**config.mk**
```make
export PLATFORM = sky130hd
export DESIGN_NAME = ests_ctrl
export DESIGN_NICKNAME = d
export VERILOG_FILES = /design/src/hdl/ests_pkg.sv /design/src/hdl/ests_qual.sv /design/src/hdl/ests_ctrl.sv
export SDC_FILE = /design/constraint.sdc
export NUM_CORES = 1
export LEC_CHECK = 0
export BUFFER_PORTS_ARGS = -buffer_cell sky130_fd_sc_hd__buf_2
export CORE_AREA = 2 2 124 126
export CTS_CLUSTER_DIAMETER = 120
export DETAILED_ROUTE_END_ITERATION = 10
export DIE_AREA = 0 0 126 128
export PLACE_DENSITY = 0.7
export SLEW_MARGIN = 30
export SYNTH_ARGS = -nofsm -noshare
export SYNTH_HDL_FRONTEND = slang
export SYNTH_SLANG_ARGS = --single-unit
```
**constraint.sdc**
```tcl
create_clock -name core_clk -period 2.4 [get_ports core_clk]
set_clock_uncertainty 0.15 [all_clocks]
set_input_delay 0.48 -clock core_clk [delete_from_list [all_inputs] [get_ports core_clk]]
set_output_delay 0.48 -clock core_clk [all_outputs]
set_load 0.02 [all_outputs]
```
**src/hdl/ests_pkg.sv**
```systemverilog
/*
  constants, state codes and input slot positions for the external test start/stop control.
  assumes a single 250 MHz core clock; every figure used by the design lives here.
*/
package ests_pkg;

  // clock period of core_clk
  localparam int unsigned CLK_PERIOD_NS = 4;

  // least time an external start/stop/loop level must stand before it counts
  localparam int unsigned QUAL_TIME_NS = 1000000;
  // least time rounds up to whole cycles
  localparam int unsigned QUAL_CYCLES_DEF = (QUAL_TIME_NS + CLK_PERIOD_NS - 1) / CLK_PERIOD_NS;

  // verdict pulse length when pulse shortening is on (plain default, longest time rounds down)
  localparam int unsigned PULSE_TIME_NS = 100000;
  localparam int unsigned PULSE_CYCLES_DEF = PULSE_TIME_NS / CLK_PERIOD_NS;

  // width of the qualify and pulse counters, wide enough for both defaults
  localparam int unsigned CNT_W = 18;

  // start source selection codes
  localparam logic [1:0] SRC_PANEL = 2'h0;
  localparam logic [1:0] SRC_HAND = 2'h1;
  localparam logic [1:0] SRC_PORT = 2'h2;

  // positions of the qualified inputs in the input vector
  localparam int unsigned IN_PANEL_LAUNCH = 0;
  localparam int unsigned IN_PANEL_HALT = 1;
  localparam int unsigned IN_HAND_LAUNCH = 2;
  localparam int unsigned IN_HAND_HALT = 3;
  localparam int unsigned IN_PORT_LAUNCH = 4;
  localparam int unsigned IN_PORT_HALT = 5;
  localparam int unsigned IN_LOOP = 6;
  localparam int unsigned NUM_IN = 7;

  // verdict output reset value and the loop drive level held after reset
  localparam logic VERDICT_IDLE = 1'h1;
  localparam logic LOOP_DRIVE_LEVEL = 1'h1;

  // operating state, one-hot
  typedef enum logic [2:0] {
    ESTS_IDLE = 3'h1,
    ESTS_READY = 3'h2,
    ESTS_TEST = 3'h4
  } ests_state_t;

endpackage : ests_pkg

```
**src/hdl/ests_qual.sv**
```systemverilog
/*
  one external input qualifier: three-flop synchroniser followed by a stability filter.
  assumes the pin is asynchronous to core_clk and already inverted to active high.
*/
`timescale 1ns/1ns
module ests_qual #(
  parameter int unsigned QUAL_CYCLES = ests_pkg::QUAL_CYCLES_DEF
) (
  // clock and reset
  input wire logic core_clk,
  input wire logic rst_n,
  // raw level from the pin
  input wire logic pin,
  // qualified level and its assert pulse
  output logic level,
  output logic rise
);
  import ests_pkg::*;

  logic s1; // first flop, read only by s2
  logic s2; // second flop
  logic s3; // third flop
  logic [CNT_W-1:0] cnt; // cycles the new level has stood
  wire agree = (s2 == s3); // a change counts once the last two flops agree
  wire differs = agree && (s3 != level); // a new, settled level is pending
  wire done = (cnt == CNT_W'(QUAL_CYCLES - 1)); // level has stood long enough

  // synchroniser chain
  always_ff @(posedge core_clk) begin
    if (!rst_n) begin
      s1 <= 1'h0;
      s2 <= 1'h0;
      s3 <= 1'h0;
    end else begin
      s1 <= pin;
      s2 <= s1;
      s3 <= s2;
    end
  end

  // stability filter: any glitch restarts the count
  always_ff @(posedge core_clk) begin
    if (!rst_n) begin
      cnt <= '0;
      level <= 1'h0;
      rise <= 1'h0;
    end else begin
      rise <= differs && done && s3;
      if (!differs) begin
        cnt <= '0;
      end else if (done) begin
        cnt <= '0;
        level <= s3;
      end else begin
        cnt <= cnt + CNT_W'(1);
      end
    end
  end

  // a new level is accepted only after the full stand time
  a_qual_full_time: assert property (@(posedge core_clk) disable iff (!rst_n)
    $changed(level) |-> $past(cnt) == CNT_W'(QUAL_CYCLES - 1) && $past(differs))
    else $error("qualified level changed before its stand time");

endmodule : ests_qual

```
**src/hdl/ests_ctrl.sv**
```systemverilog
/*
  external test start/stop control: start source selection, halt/ready/launch sequencing,
  safety interlock and the test, pass and fail status outputs.
  assumes the measurement core reports one judgment pulse per test on the same clock,
  and that panel keys, hand controller and signal port inputs arrive asynchronously.
*/
`timescale 1ns/1ns
module ests_ctrl #(
  parameter int unsigned QUAL_CYCLES = ests_pkg::QUAL_CYCLES_DEF,
  parameter int unsigned PULSE_CYCLES = ests_pkg::PULSE_CYCLES_DEF
) (
  // clock and reset
  input wire logic core_clk,
  input wire logic rst_n,
  // settings
  input wire logic [1:0] start_src,
  input wire logic interlock_en,
  input wire logic verdict_pulse_en,
  // front panel keys, active high
  input wire logic panel_launch,
  input wire logic panel_halt,
  // hand controller terminal, active high after the input stage
  input wire logic hand_ctl_launch_in,
  input wire logic hand_ctl_halt_in,
  // signal port inputs, low while shorted to the input common
  input wire logic port_launch_n,
  input wire logic port_halt_n,
  // safety loop: a is driven out, b returns it when the loop is closed
  output logic safety_loop_a,
  input wire logic safety_loop_b,
  // judgment from the measurement core, same clock
  input wire logic judge_valid,
  input wire logic judge_pass,
  // status outputs
  output logic test_active,
  output logic fail_out_n,
  output logic pass_out_n,
  output logic interlock_open,
  output logic test_begin,
  output logic test_abort
);
  import ests_pkg::*;

  ests_state_t st; // operating state
  ests_state_t next_st; // state for the next cycle
  logic [CNT_W-1:0] pulse_cnt; // remaining verdict pulse cycles
  wire [NUM_IN-1:0] raw_in; // inputs, all active high
  wire [NUM_IN-1:0] lvl; // qualified levels
  wire [NUM_IN-1:0] rise; // qualified assert pulses

  // gather the pins; port lines are active low, so invert before the synchroniser
  assign raw_in[IN_PANEL_LAUNCH] = panel_launch;
  assign raw_in[IN_PANEL_HALT] = panel_halt;
  assign raw_in[IN_HAND_LAUNCH] = hand_ctl_launch_in;
  assign raw_in[IN_HAND_HALT] = hand_ctl_halt_in;
  assign raw_in[IN_PORT_LAUNCH] = ~port_launch_n;
  assign raw_in[IN_PORT_HALT] = ~port_halt_n;
  assign raw_in[IN_LOOP] = safety_loop_b;

  // one qualifier per input; nothing below sees a raw pin
  genvar gi;
  generate
    for (gi = 0; gi < NUM_IN; gi++) begin : g_qual
      ests_qual #(.QUAL_CYCLES(QUAL_CYCLES)) u_qual (
        .core_clk(core_clk),
        .rst_n(rst_n),
        .pin(raw_in[gi]),
        .level(lvl[gi]),
        .rise(rise[gi])
      );
    end
  endgenerate

  // source decode
  wire sel_hand = (start_src == SRC_HAND);
  wire sel_port = (start_src == SRC_PORT);
  wire sel_panel = !sel_hand && !sel_port; // unknown codes fall back to the panel

  // launch comes only from the selected source
  wire launch_req = (sel_panel && rise[IN_PANEL_LAUNCH])
    || (sel_hand && rise[IN_HAND_LAUNCH])
    || (sel_port && rise[IN_PORT_LAUNCH]);

  // panel halt is honoured whatever the source others only when selected
  wire halt_req = rise[IN_PANEL_HALT]
    || (sel_hand && rise[IN_HAND_HALT])
    || (sel_port && rise[IN_PORT_HALT]);

  // interlock gate; with the option off the loop is ignored
  wire loop_ok = !interlock_en || lvl[IN_LOOP];

  // a start may be taken only from ready and never alongside a halt
  wire start_try = (st == ESTS_READY) && launch_req && !halt_req;
  wire start_ok = start_try && loop_ok;
  wire start_refused = start_try && !loop_ok;

  // a judgment closes the running test unless a halt wins in the same cycle
  wire judged = (st == ESTS_TEST) && judge_valid && !halt_req;
  wire aborted = (st == ESTS_TEST) && halt_req;

  // state transitions
  always_comb begin
    next_st = st;
    case (st)
      ESTS_IDLE: begin
        if (halt_req) begin
          next_st = ESTS_READY;
        end
      end
      ESTS_READY: begin
        if (start_ok) begin
          next_st = ESTS_TEST;
        end
      end
      ESTS_TEST: begin
        if (aborted || judged) begin
          next_st = ESTS_READY;
        end
      end
      default: begin
        next_st = ESTS_IDLE;
      end
    endcase
  end

  // state register and test strobes
  always_ff @(posedge core_clk) begin
    if (!rst_n) begin
      st <= ESTS_IDLE;
      test_active <= 1'h0;
      test_begin <= 1'h0;
      test_abort <= 1'h0;
    end else begin
      st <= next_st;
      test_active <= (next_st == ESTS_TEST);
      test_begin <= start_ok;
      test_abort <= aborted;
    end
  end

  // interlock flag: raised by a refused start, dropped by the next accepted start or halt
  always_ff @(posedge core_clk) begin
    if (!rst_n) begin
      interlock_open <= 1'h0;
    end else if (start_refused) begin
      interlock_open <= 1'h1;
    end else if (start_ok || halt_req) begin
      interlock_open <= 1'h0;
    end
  end

  // loop drive stands high so a closed loop reads back high on b
  always_ff @(posedge core_clk) begin
    if (!rst_n) begin
      safety_loop_a <= 1'h0;
    end else begin
      safety_loop_a <= LOOP_DRIVE_LEVEL;
    end
  end

  // verdict outputs, active low; a new start clears the last verdict
  // with pulsing on, the verdict self-clears after PULSE_CYCLES; held otherwise
  always_ff @(posedge core_clk) begin
    if (!rst_n) begin
      fail_out_n <= VERDICT_IDLE;
      pass_out_n <= VERDICT_IDLE;
      pulse_cnt <= '0;
    end else if (judged) begin
      fail_out_n <= judge_pass;
      pass_out_n <= !judge_pass;
      pulse_cnt <= CNT_W'(PULSE_CYCLES);
    end else if (start_ok) begin
      fail_out_n <= VERDICT_IDLE;
      pass_out_n <= VERDICT_IDLE;
      pulse_cnt <= '0;
    end else if (verdict_pulse_en && (pulse_cnt != '0)) begin
      pulse_cnt <= pulse_cnt - CNT_W'(1);
      if (pulse_cnt == CNT_W'(1)) begin
        fail_out_n <= VERDICT_IDLE;
        pass_out_n <= VERDICT_IDLE;
      end
    end else if (verdict_pulse_en) begin
      fail_out_n <= VERDICT_IDLE; // option turned on late: release at once
      pass_out_n <= VERDICT_IDLE;
    end else begin
      pulse_cnt <= '0; // pulse off: verdict held no stale count for a late turn-on
    end
  end

  a_hand_blocks_panel: assert property (@(posedge core_clk) disable iff (!rst_n)
    sel_hand && !rise[IN_HAND_LAUNCH] && st == ESTS_READY |=> !test_begin)
    else $error("start taken from a source other than the hand controller");
  a_panel_stop_always: assert property (@(posedge core_clk) disable iff (!rst_n)
    rise[IN_PANEL_HALT] && test_active |=> !test_active && test_abort)
    else $error("panel stop did not end the test");
  a_port_ignored: assert property (@(posedge core_clk) disable iff (!rst_n)
    !sel_port && st == ESTS_IDLE && !rise[IN_PANEL_HALT] && !(sel_hand && rise[IN_HAND_HALT])
    |=> st == ESTS_IDLE)
    else $error("idle left without a halt from an enabled source");
  a_port_halt_ready: assert property (@(posedge core_clk) disable iff (!rst_n)
    sel_port && rise[IN_PORT_HALT] |=> st == ESTS_READY && !test_active)
    else $error("port halt did not give ready");
  a_start_needs_loop: assert property (@(posedge core_clk) disable iff (!rst_n)
    $rose(test_active) |-> $past(!interlock_en || lvl[IN_LOOP]) && test_begin)
    else $error("test started with the interlock loop open");
  a_refuse_flags: assert property (@(posedge core_clk) disable iff (!rst_n)
    start_refused |=> interlock_open && !test_active && !test_begin)
    else $error("open loop start not refused and flagged");
  a_judge_verdict: assert property (@(posedge core_clk) disable iff (!rst_n)
    judged |=> !test_active && (fail_out_n == $past(judge_pass))
    && (pass_out_n == !$past(judge_pass)))
    else $error("judgment not reflected on verdict outputs");
  a_verdict_held: assert property (@(posedge core_clk) disable iff (!rst_n)
    !verdict_pulse_en && !fail_out_n && !start_ok && !judged |=> !fail_out_n)
    else $error("fail verdict dropped while pulsing is off");
  a_stop_wins: assert property (@(posedge core_clk) disable iff (!rst_n)
    st == ESTS_READY && launch_req && halt_req |=> !test_active && !test_begin)
    else $error("start taken alongside a stop");

endmodule : ests_ctrl

```
==> results of run 1 <==
-- area by class of cell --
class	instances	area share
inverter	28	0.0120
timing repair buffer	36	0.0248
clock inverter	7	0.00997
clock buffer	23	0.0567
tap	188	0.0268
multi-input combinational	648	0.441
sequential	188	0.428
-- flip-flops by register name, indices dropped and copies added (netlist names), 3 cells and up --
signal	count
g_qual.u_qual.level	7
g_qual.u_qual.cnt	126
pulse_cnt	18
g_qual.u_qual.s2	7
g_qual.u_qual.rise	6
st	3
g_qual.u_qual.s3	7
g_qual.u_qual.s1	7
-- path summary, 6_finish.rpt --
path,depth (start not counted),endpoint,slack [ns],from
worst max register to register,7,pulse_cnt[3],0.16,pulse_cnt[1]
worst max-delay path,7,pulse_cnt[3],0.16,pulse_cnt[1]
worst min-delay path,2,g_qual[5].u_qual.s1,0.06,port_halt_n
worst min register to register,1,g_qual[4].u_qual.s2,0.28,g_qual[4].u_qual.s1
-- synthesized netlist by cell type (3+ instances only) --
cell / instances / share of area
buf_4: 3 / 0.0029
and4_1: 13 / 0.015
or2_2: 4 / 0.0032
nor2b_1: 7 / 0.0056
or3_1: 5 / 0.0040
o21ai_0: 25 / 0.016
nor3_1: 21 / 0.013
clkbuf_1: 7 / 0.0034
nor3b_1: 4 / 0.0038
nand4_1: 29 / 0.023
xor2_1: 73 / 0.082
nand2_1: 63 / 0.030
nand3_1: 46 / 0.029
nor2_1: 186 / 0.089
o21a_1: 4 / 0.0038
ha_1: 11 / 0.018
a21boi_0: 6 / 0.0057
or4_1: 3 / 0.0029
inv_1: 28 / 0.013
nor4b_1: 7 / 0.0078
buf_2: 9 / 0.0057
nand2b_1: 3 / 0.0024
and2_1: 23 / 0.018
a21oi_1: 5 / 0.0032
dfxtp_1: 188 / 0.48
nor4_1: 13 / 0.010
xnor2_1: 50 / 0.056
mux2_2: 6 / 0.0086
and3_1: 9 / 0.0072
nand3b_1: 7 / 0.0067
-- logic make-up (layout without fill, tap and decap cells) --
family	count (synthesis)	count (layout)	share of synthesized area
AND/OR/NAND/NOR	455	455	0.286
buffers and inverters	47	94	0.0254
multiplexers	9	9	0.0131
XOR/XNOR	123	123	0.137
adder cells (fa/ha/maj)	11	11	0.0176
AO/OA/AOI/OAI	50	50	0.0401
flip-flops	188	188	0.480
-- power by group through the flow --
stage | Sequential, mW | Clock (mW) | Combinational, mW
6_report | 3.35 | 2.76 | 1.11
2_1_floorplan | 3.40 | 0 | 0.899
5_1_grt | 3.37 | 2.96 | 1.27
4_1_cts | 3.35 | 2.83 | 1.11
3_5_place_dp | 3.42 | 0 | 1.10
3_3_place_gp | 3.42 | 0 | 1.10
-- layout by cell type, fill, tap and decap left out, drive strengths merged, types with 2 or more instances in the layout --
master	n
a21boi	7
a21oi	5
and2	23
and3	9
and4	13
buf	36
bufinv	2
clkbuf	23
clkinv	4
dfxtp	188
ha	11
inv	28
mux2	7
mux2i	2
nand2	63
nand2b	3
nand3	47
nand3b	7
nand4	29
nand4b	2
nor2	186
nor2b	7
nor3	21
nor3b	4
nor4	15
nor4b	7
o21a	4
o21ai	25
or2	6
or3	5
or3b	2
or4	4
xnor2	50
xor2	73
-- per-layer routing --
metal  vias up  global-route usage
met5         -                   0
met1      2599               0.214
li1       3042                   -
met4         0              0.0679
met3        24              0.0384
met2        51               0.288
-- per-stage QoR --
step                area, um^2  std cells  worst slack (ns)  utilization  total power, mW
finish                    8780       1118             0.157        0.591             7.22
detailed placement        8200       1088            0.0212        0.552             4.52
CTS                       8780       1118             0.147        0.591             7.29
floorplan                 7840        883             0.255            -             4.30
global route              8780       1118           0.00740        0.591             7.59
global placement          8200       1088            0.0809        0.552             4.52
-- worst max-delay path: cells and delay by family (launching register included) --
| family | cells | cell delay [ns] |
|---|---|---|
| and+or+nand+nor | 4 | 1.28 |
| DFF | 1 | 0.33 |
| adders and majority gates | 1 | 0.18 |
| AOI/OAI and AO/OA | 1 | 0.10 |
| buffers and inverters | 1 | 0.07 |
==> results.toml, run 1 <==
[yosys]
synth_flop_cell = "dfxtp_1"
synth_edf_count = 0
ys_seq_area_frac = 0.480
yosysUniqueCellTypes = 50
synth_nets = 909
synth_async_sr_flop_share = 0
synth-seq-cells = 188
syn_area_um2 = 7840
syn_avg_cell_area_um2 = 8.88
yosysWarnings = 0
syn_inst = 883

[setup_path]
cp_cell_sequence = "inv_1, ha_1, or3b_1, or2_1, or2_1, nand3_2, o21ai_0"
path_max_fanout = 7
arrival_ns = 2.39
critPathCaptureType = "flip-flop"
worst_path_max_delay_cell = "or3b_1"
critical_path_class = "reg -> reg"
crit_top_cell = "or2_1"
crit_required_ns = 2.54
startpoint_type = "flip-flop"
slowest_delay_ns = 0.42

[global_routing]
grt-ovfl-total = 0
grt_pass1_vias = 5290
grt_max_degree = 24
grt_use_total = 0.171
grt_pass1_wl_mm = 23.1
antenna_found_initial = 0

[die]
die_width_um = 126
core_um2 = 14900
die_height_um = 128
rows = 45
die-area_um2 = 16100
ioPinCount = 22
initial_core_util = 0.527

[drt]
wl_met3_um = 327
viasPerCell = 5.11
drcViolationCount = 0
drtPass1Iterations = 4
drt-total-wl_mm = 13.2
wl_met1_mm = 6.47
drtIter0Drc = 322
vias = 5716
wl_per_cell_um = 11.8
ant_nets = 0
top_layer = "met4"
dr_wl_met2_mm = 6.16

[pwr]
clockPowerShare = 0.382
pwr-share-comb = 0.154
p_sw_frac = 0.256
sequentialPowerShare = 0.464
p_int_mw = 5.37
p_leak_nw = 2.97
p_per_area_nw_per_um2 = 822
irDropWorstVdd_mv = 0.503
p_sw_mw = 1.85

[clock_tree]
root_buffer = "clkbuf_16"
cts_tree = "done"
h-tree-depth = 4
cts_setup_buffers = 0
cts_resized = 0
cts-hold-fix-buffers = 0
insertion_delay_ns = 0.42
cts_buffer_depth = 2
cts_made_buffers = 17
clock_sinks = 188
clkTransAtPathRegs_ns = 0.06

[placed_design]
port_buffers = 21
hpwl_mm = 9.15
gp_congestion = 0.780

[job]
maxCapViolCount = 0

[cells_and_area]
multiInputGateArea_um2 = 3880
nets = 945
seqCellArea_um2 = 3760
fillerInstances = 1332
antennaDiodeCount = 0
drive_above_1_share = 0.0871
synthToLayoutAreaGrowth_pct = 12.0

[hold_path]
hold_class = "in -> reg"

[timing]
worst_slew_pin_slew_ns = 0.651
finalMaxSlewViolations = 0
fmax_mhz = 446
slew-limit-headroom = 0.562
layout_min_cycle_time_ns = 2.24
whs_ns = 0.0575
hold_viol = 0
tns_ns = 0
grt_setup_unrepaired = "false"
setup_viol = 0
layout_worst_path_cycle_share = 0.935

[status]
status = "completed"
Power figures use the tool's default switching activity.
==> inputs of run 2 (changes only) <==
--- a/config.mk
+++ b/config.mk
@@ -10,7 +10,8 @@
 export CTS_CLUSTER_DIAMETER = 120
 export DETAILED_ROUTE_END_ITERATION = 10
 export DIE_AREA = 0 0 126 128
-export PLACE_DENSITY = 0.7
+export GPL_ROUTABILITY_DRIVEN = 1
+export PLACE_DENSITY = 0.76
 export SLEW_MARGIN = 30
 export SYNTH_ARGS = -nofsm -noshare
 export SYNTH_HDL_FRONTEND = slang
==> run 2 against run 1 <==
Effect of this change: clock-buffer cell count unchanged; routed wire length down 0.17%; core utilization up 0.24 points; die area unchanged; via count up 0.72%; total power up 2.3%; global-route usage up 0.18 points; flip-flop and latch count unchanged; first-iteration DRC count down 6.8%; sequential share of layout area down 0.18 points; register-to-register slack better by 0.07 ns.
==> results.toml, run 2 (same netlist as run 1, synthesis figures left out) <==
[cells_and_area]
fillerInstances = 1275
multiInputGateArea_um2 = 3880
final_cell_area_um2 = 8820
max_flop_register = "g_qual.u_qual.cnt"
nets = 943
final_common_cell = "dfxtp_1"
drive_above_1_share = 0.0871
antennaDiodeCount = 0
synthToLayoutAreaGrowth_pct = 12.5
finalCoreUtilization = 0.593
final_cell_mix = "dfxtp_1 (188), nor2_1 (186), xor2_1 (73)"
seqCellArea_um2 = 3760
largestRegisters = "g_qual.u_qual.cnt (126), pulse_cnt (18)"
largest_reg_flops = 126

[global_routing]
grt_use_total = 0.173
antenna_found_initial = 0
grt-ovfl-total = 0
grt_pass1_wl_mm = 23.3
grt_max_degree = 29
grt_pass1_vias = 5341

[clock_tree]
cts_buffer_depth = 2
h-tree-depth = 4
clkTransAtPathRegs_ns = 0.07
clock_sinks = 188
cts_made_buffers = 17
root_buffer = "clkbuf_16"
cts_setup_buffers = 0
insertion_delay_ns = 0.42
cts_tree = "done"
cts-hold-fix-buffers = 0

[timing]
tns_ns = 0
layout_min_cycle_time_ns = 2.17
hold_viol = 0
worst_slew_pin_slew_ns = 0.614
finalMaxSlewViolations = 0
fmax_mhz = 460
grt_setup_unrepaired = "false"
layout_worst_path_cycle_share = 0.905
setup_viol = 0
slew-limit-headroom = 0.587

[drt]
drt-total-wl_mm = 13.2
wl_per_cell_um = 11.8
ant_nets = 0
drcViolationCount = 0
drtPass1Iterations = 5
viasPerCell = 5.15
vias = 5757
drtIter0Drc = 300

[die]
ioPinCount = 22
rows = 45
die_height_um = 128
die_width_um = 126
core_um2 = 14900
initial_core_util = 0.527
die-area_um2 = 16100

[hold_path]
hold_class = "in -> reg"

[setup_path]
critPathCaptureType = "flip-flop"
startpoint_type = "flip-flop"
slowest_delay_ns = 0.43
arrival_ns = 2.32
worst_path_max_delay_cell = "or3b_1"
critical_path_class = "reg -> reg"
path_max_fanout = 7
cp_cell_sequence = "inv_1, ha_1, or3b_1, or2_1, or2_4, nand3_2, o21ai_0"
crit_required_ns = 2.55

[status]
status = "completed"

[placed_design]
hpwl_mm = 9.12
gp_congestion = 0.790
port_buffers = 21
placed_area_um2 = 8200

[pwr]
p_int_mw = 5.49
clockPowerShare = 0.393
sequentialPowerShare = 0.454
p_total_mw = 7.38
pwr-share-comb = 0.153
irDropWorstVdd_mv = 0.524
p_per_area_nw_per_um2 = 837
p_sw_frac = 0.256
p_sw_mw = 1.89
p_leak_nw = 2.98

[job]
maxCapViolCount = 0
==> run 2: stage by stage <==
stage / worst slack [ns] / instances / hold slack, ns
after detailed placement: 0.0303 / 1086 / 0.269
after CTS: 0.141 / 1118 / 0.0389
after global routing: 0.0537 / 1118 / 0.0558
final: 0.228 / 1118 / 0.0584
after global placement: 0.0410 / 1086 / 0.264
after floorplan: 0.255 / 883 / 0.262
==> run 2: timing repair <==
item,in CTS,in global routing
gates resized for setup,0,1
setup endpoints to repair,0,6
hold endpoints to repair,0,0
==> run 2: power groups by stage <==
stage	clock network (mW)	registers (mW)	logic, mW
finish	2.90	3.35	1.13
global route	3.11	3.37	1.29
floorplan	0	3.40	0.899
global placement	0	3.42	1.09
detailed placement	0	3.42	1.11
CTS	2.99	3.35	1.12
==> run 2: per-layer routing <==
layer  vias up  global-route usage  part of all wire  wire length, um
met2        46               0.286              0.46             6010
met1      2653               0.222              0.50             6670
li1       3041                   -                 -                -
met3        17              0.0338             0.023              310
met4         0              0.0737             0.016              216
met5         -                   0                 0                0
==> run 2: final timing paths <==
path / start / end / slack (ns) / cells past startpoint
worst max register to register: pulse_cnt[1] / pulse_cnt[3] / 0.23 / 7
worst min register to register: g_qual[5].u_qual.s1 / g_qual[5].u_qual.s2 / 0.29 / 1
worst min-delay path: port_halt_n / g_qual[5].u_qual.s1 / 0.06 / 2
worst max-delay path: pulse_cnt[1] / pulse_cnt[3] / 0.23 / 7
==> run 2: cell type report <==
cell class	count	area share
inverters	28	0.0119
clock inverters	9	0.0152
well taps	188	0.0267
repair buffers	34	0.0244
multi-input cells	648	0.440
flip-flops and latches	188	0.427
clock buffers	23	0.0553
==> run 2: worst max-delay path, delay by kind of cell (launching register included) <==
| family | cells | cell delay (ns) |
|---|---|---|
| compound gates | 1 | 0.10 |
| fa+ha+maj | 1 | 0.20 |
| flops | 1 | 0.33 |
| buf+inv | 1 | 0.08 |
| simple gates | 4 | 1.20 |
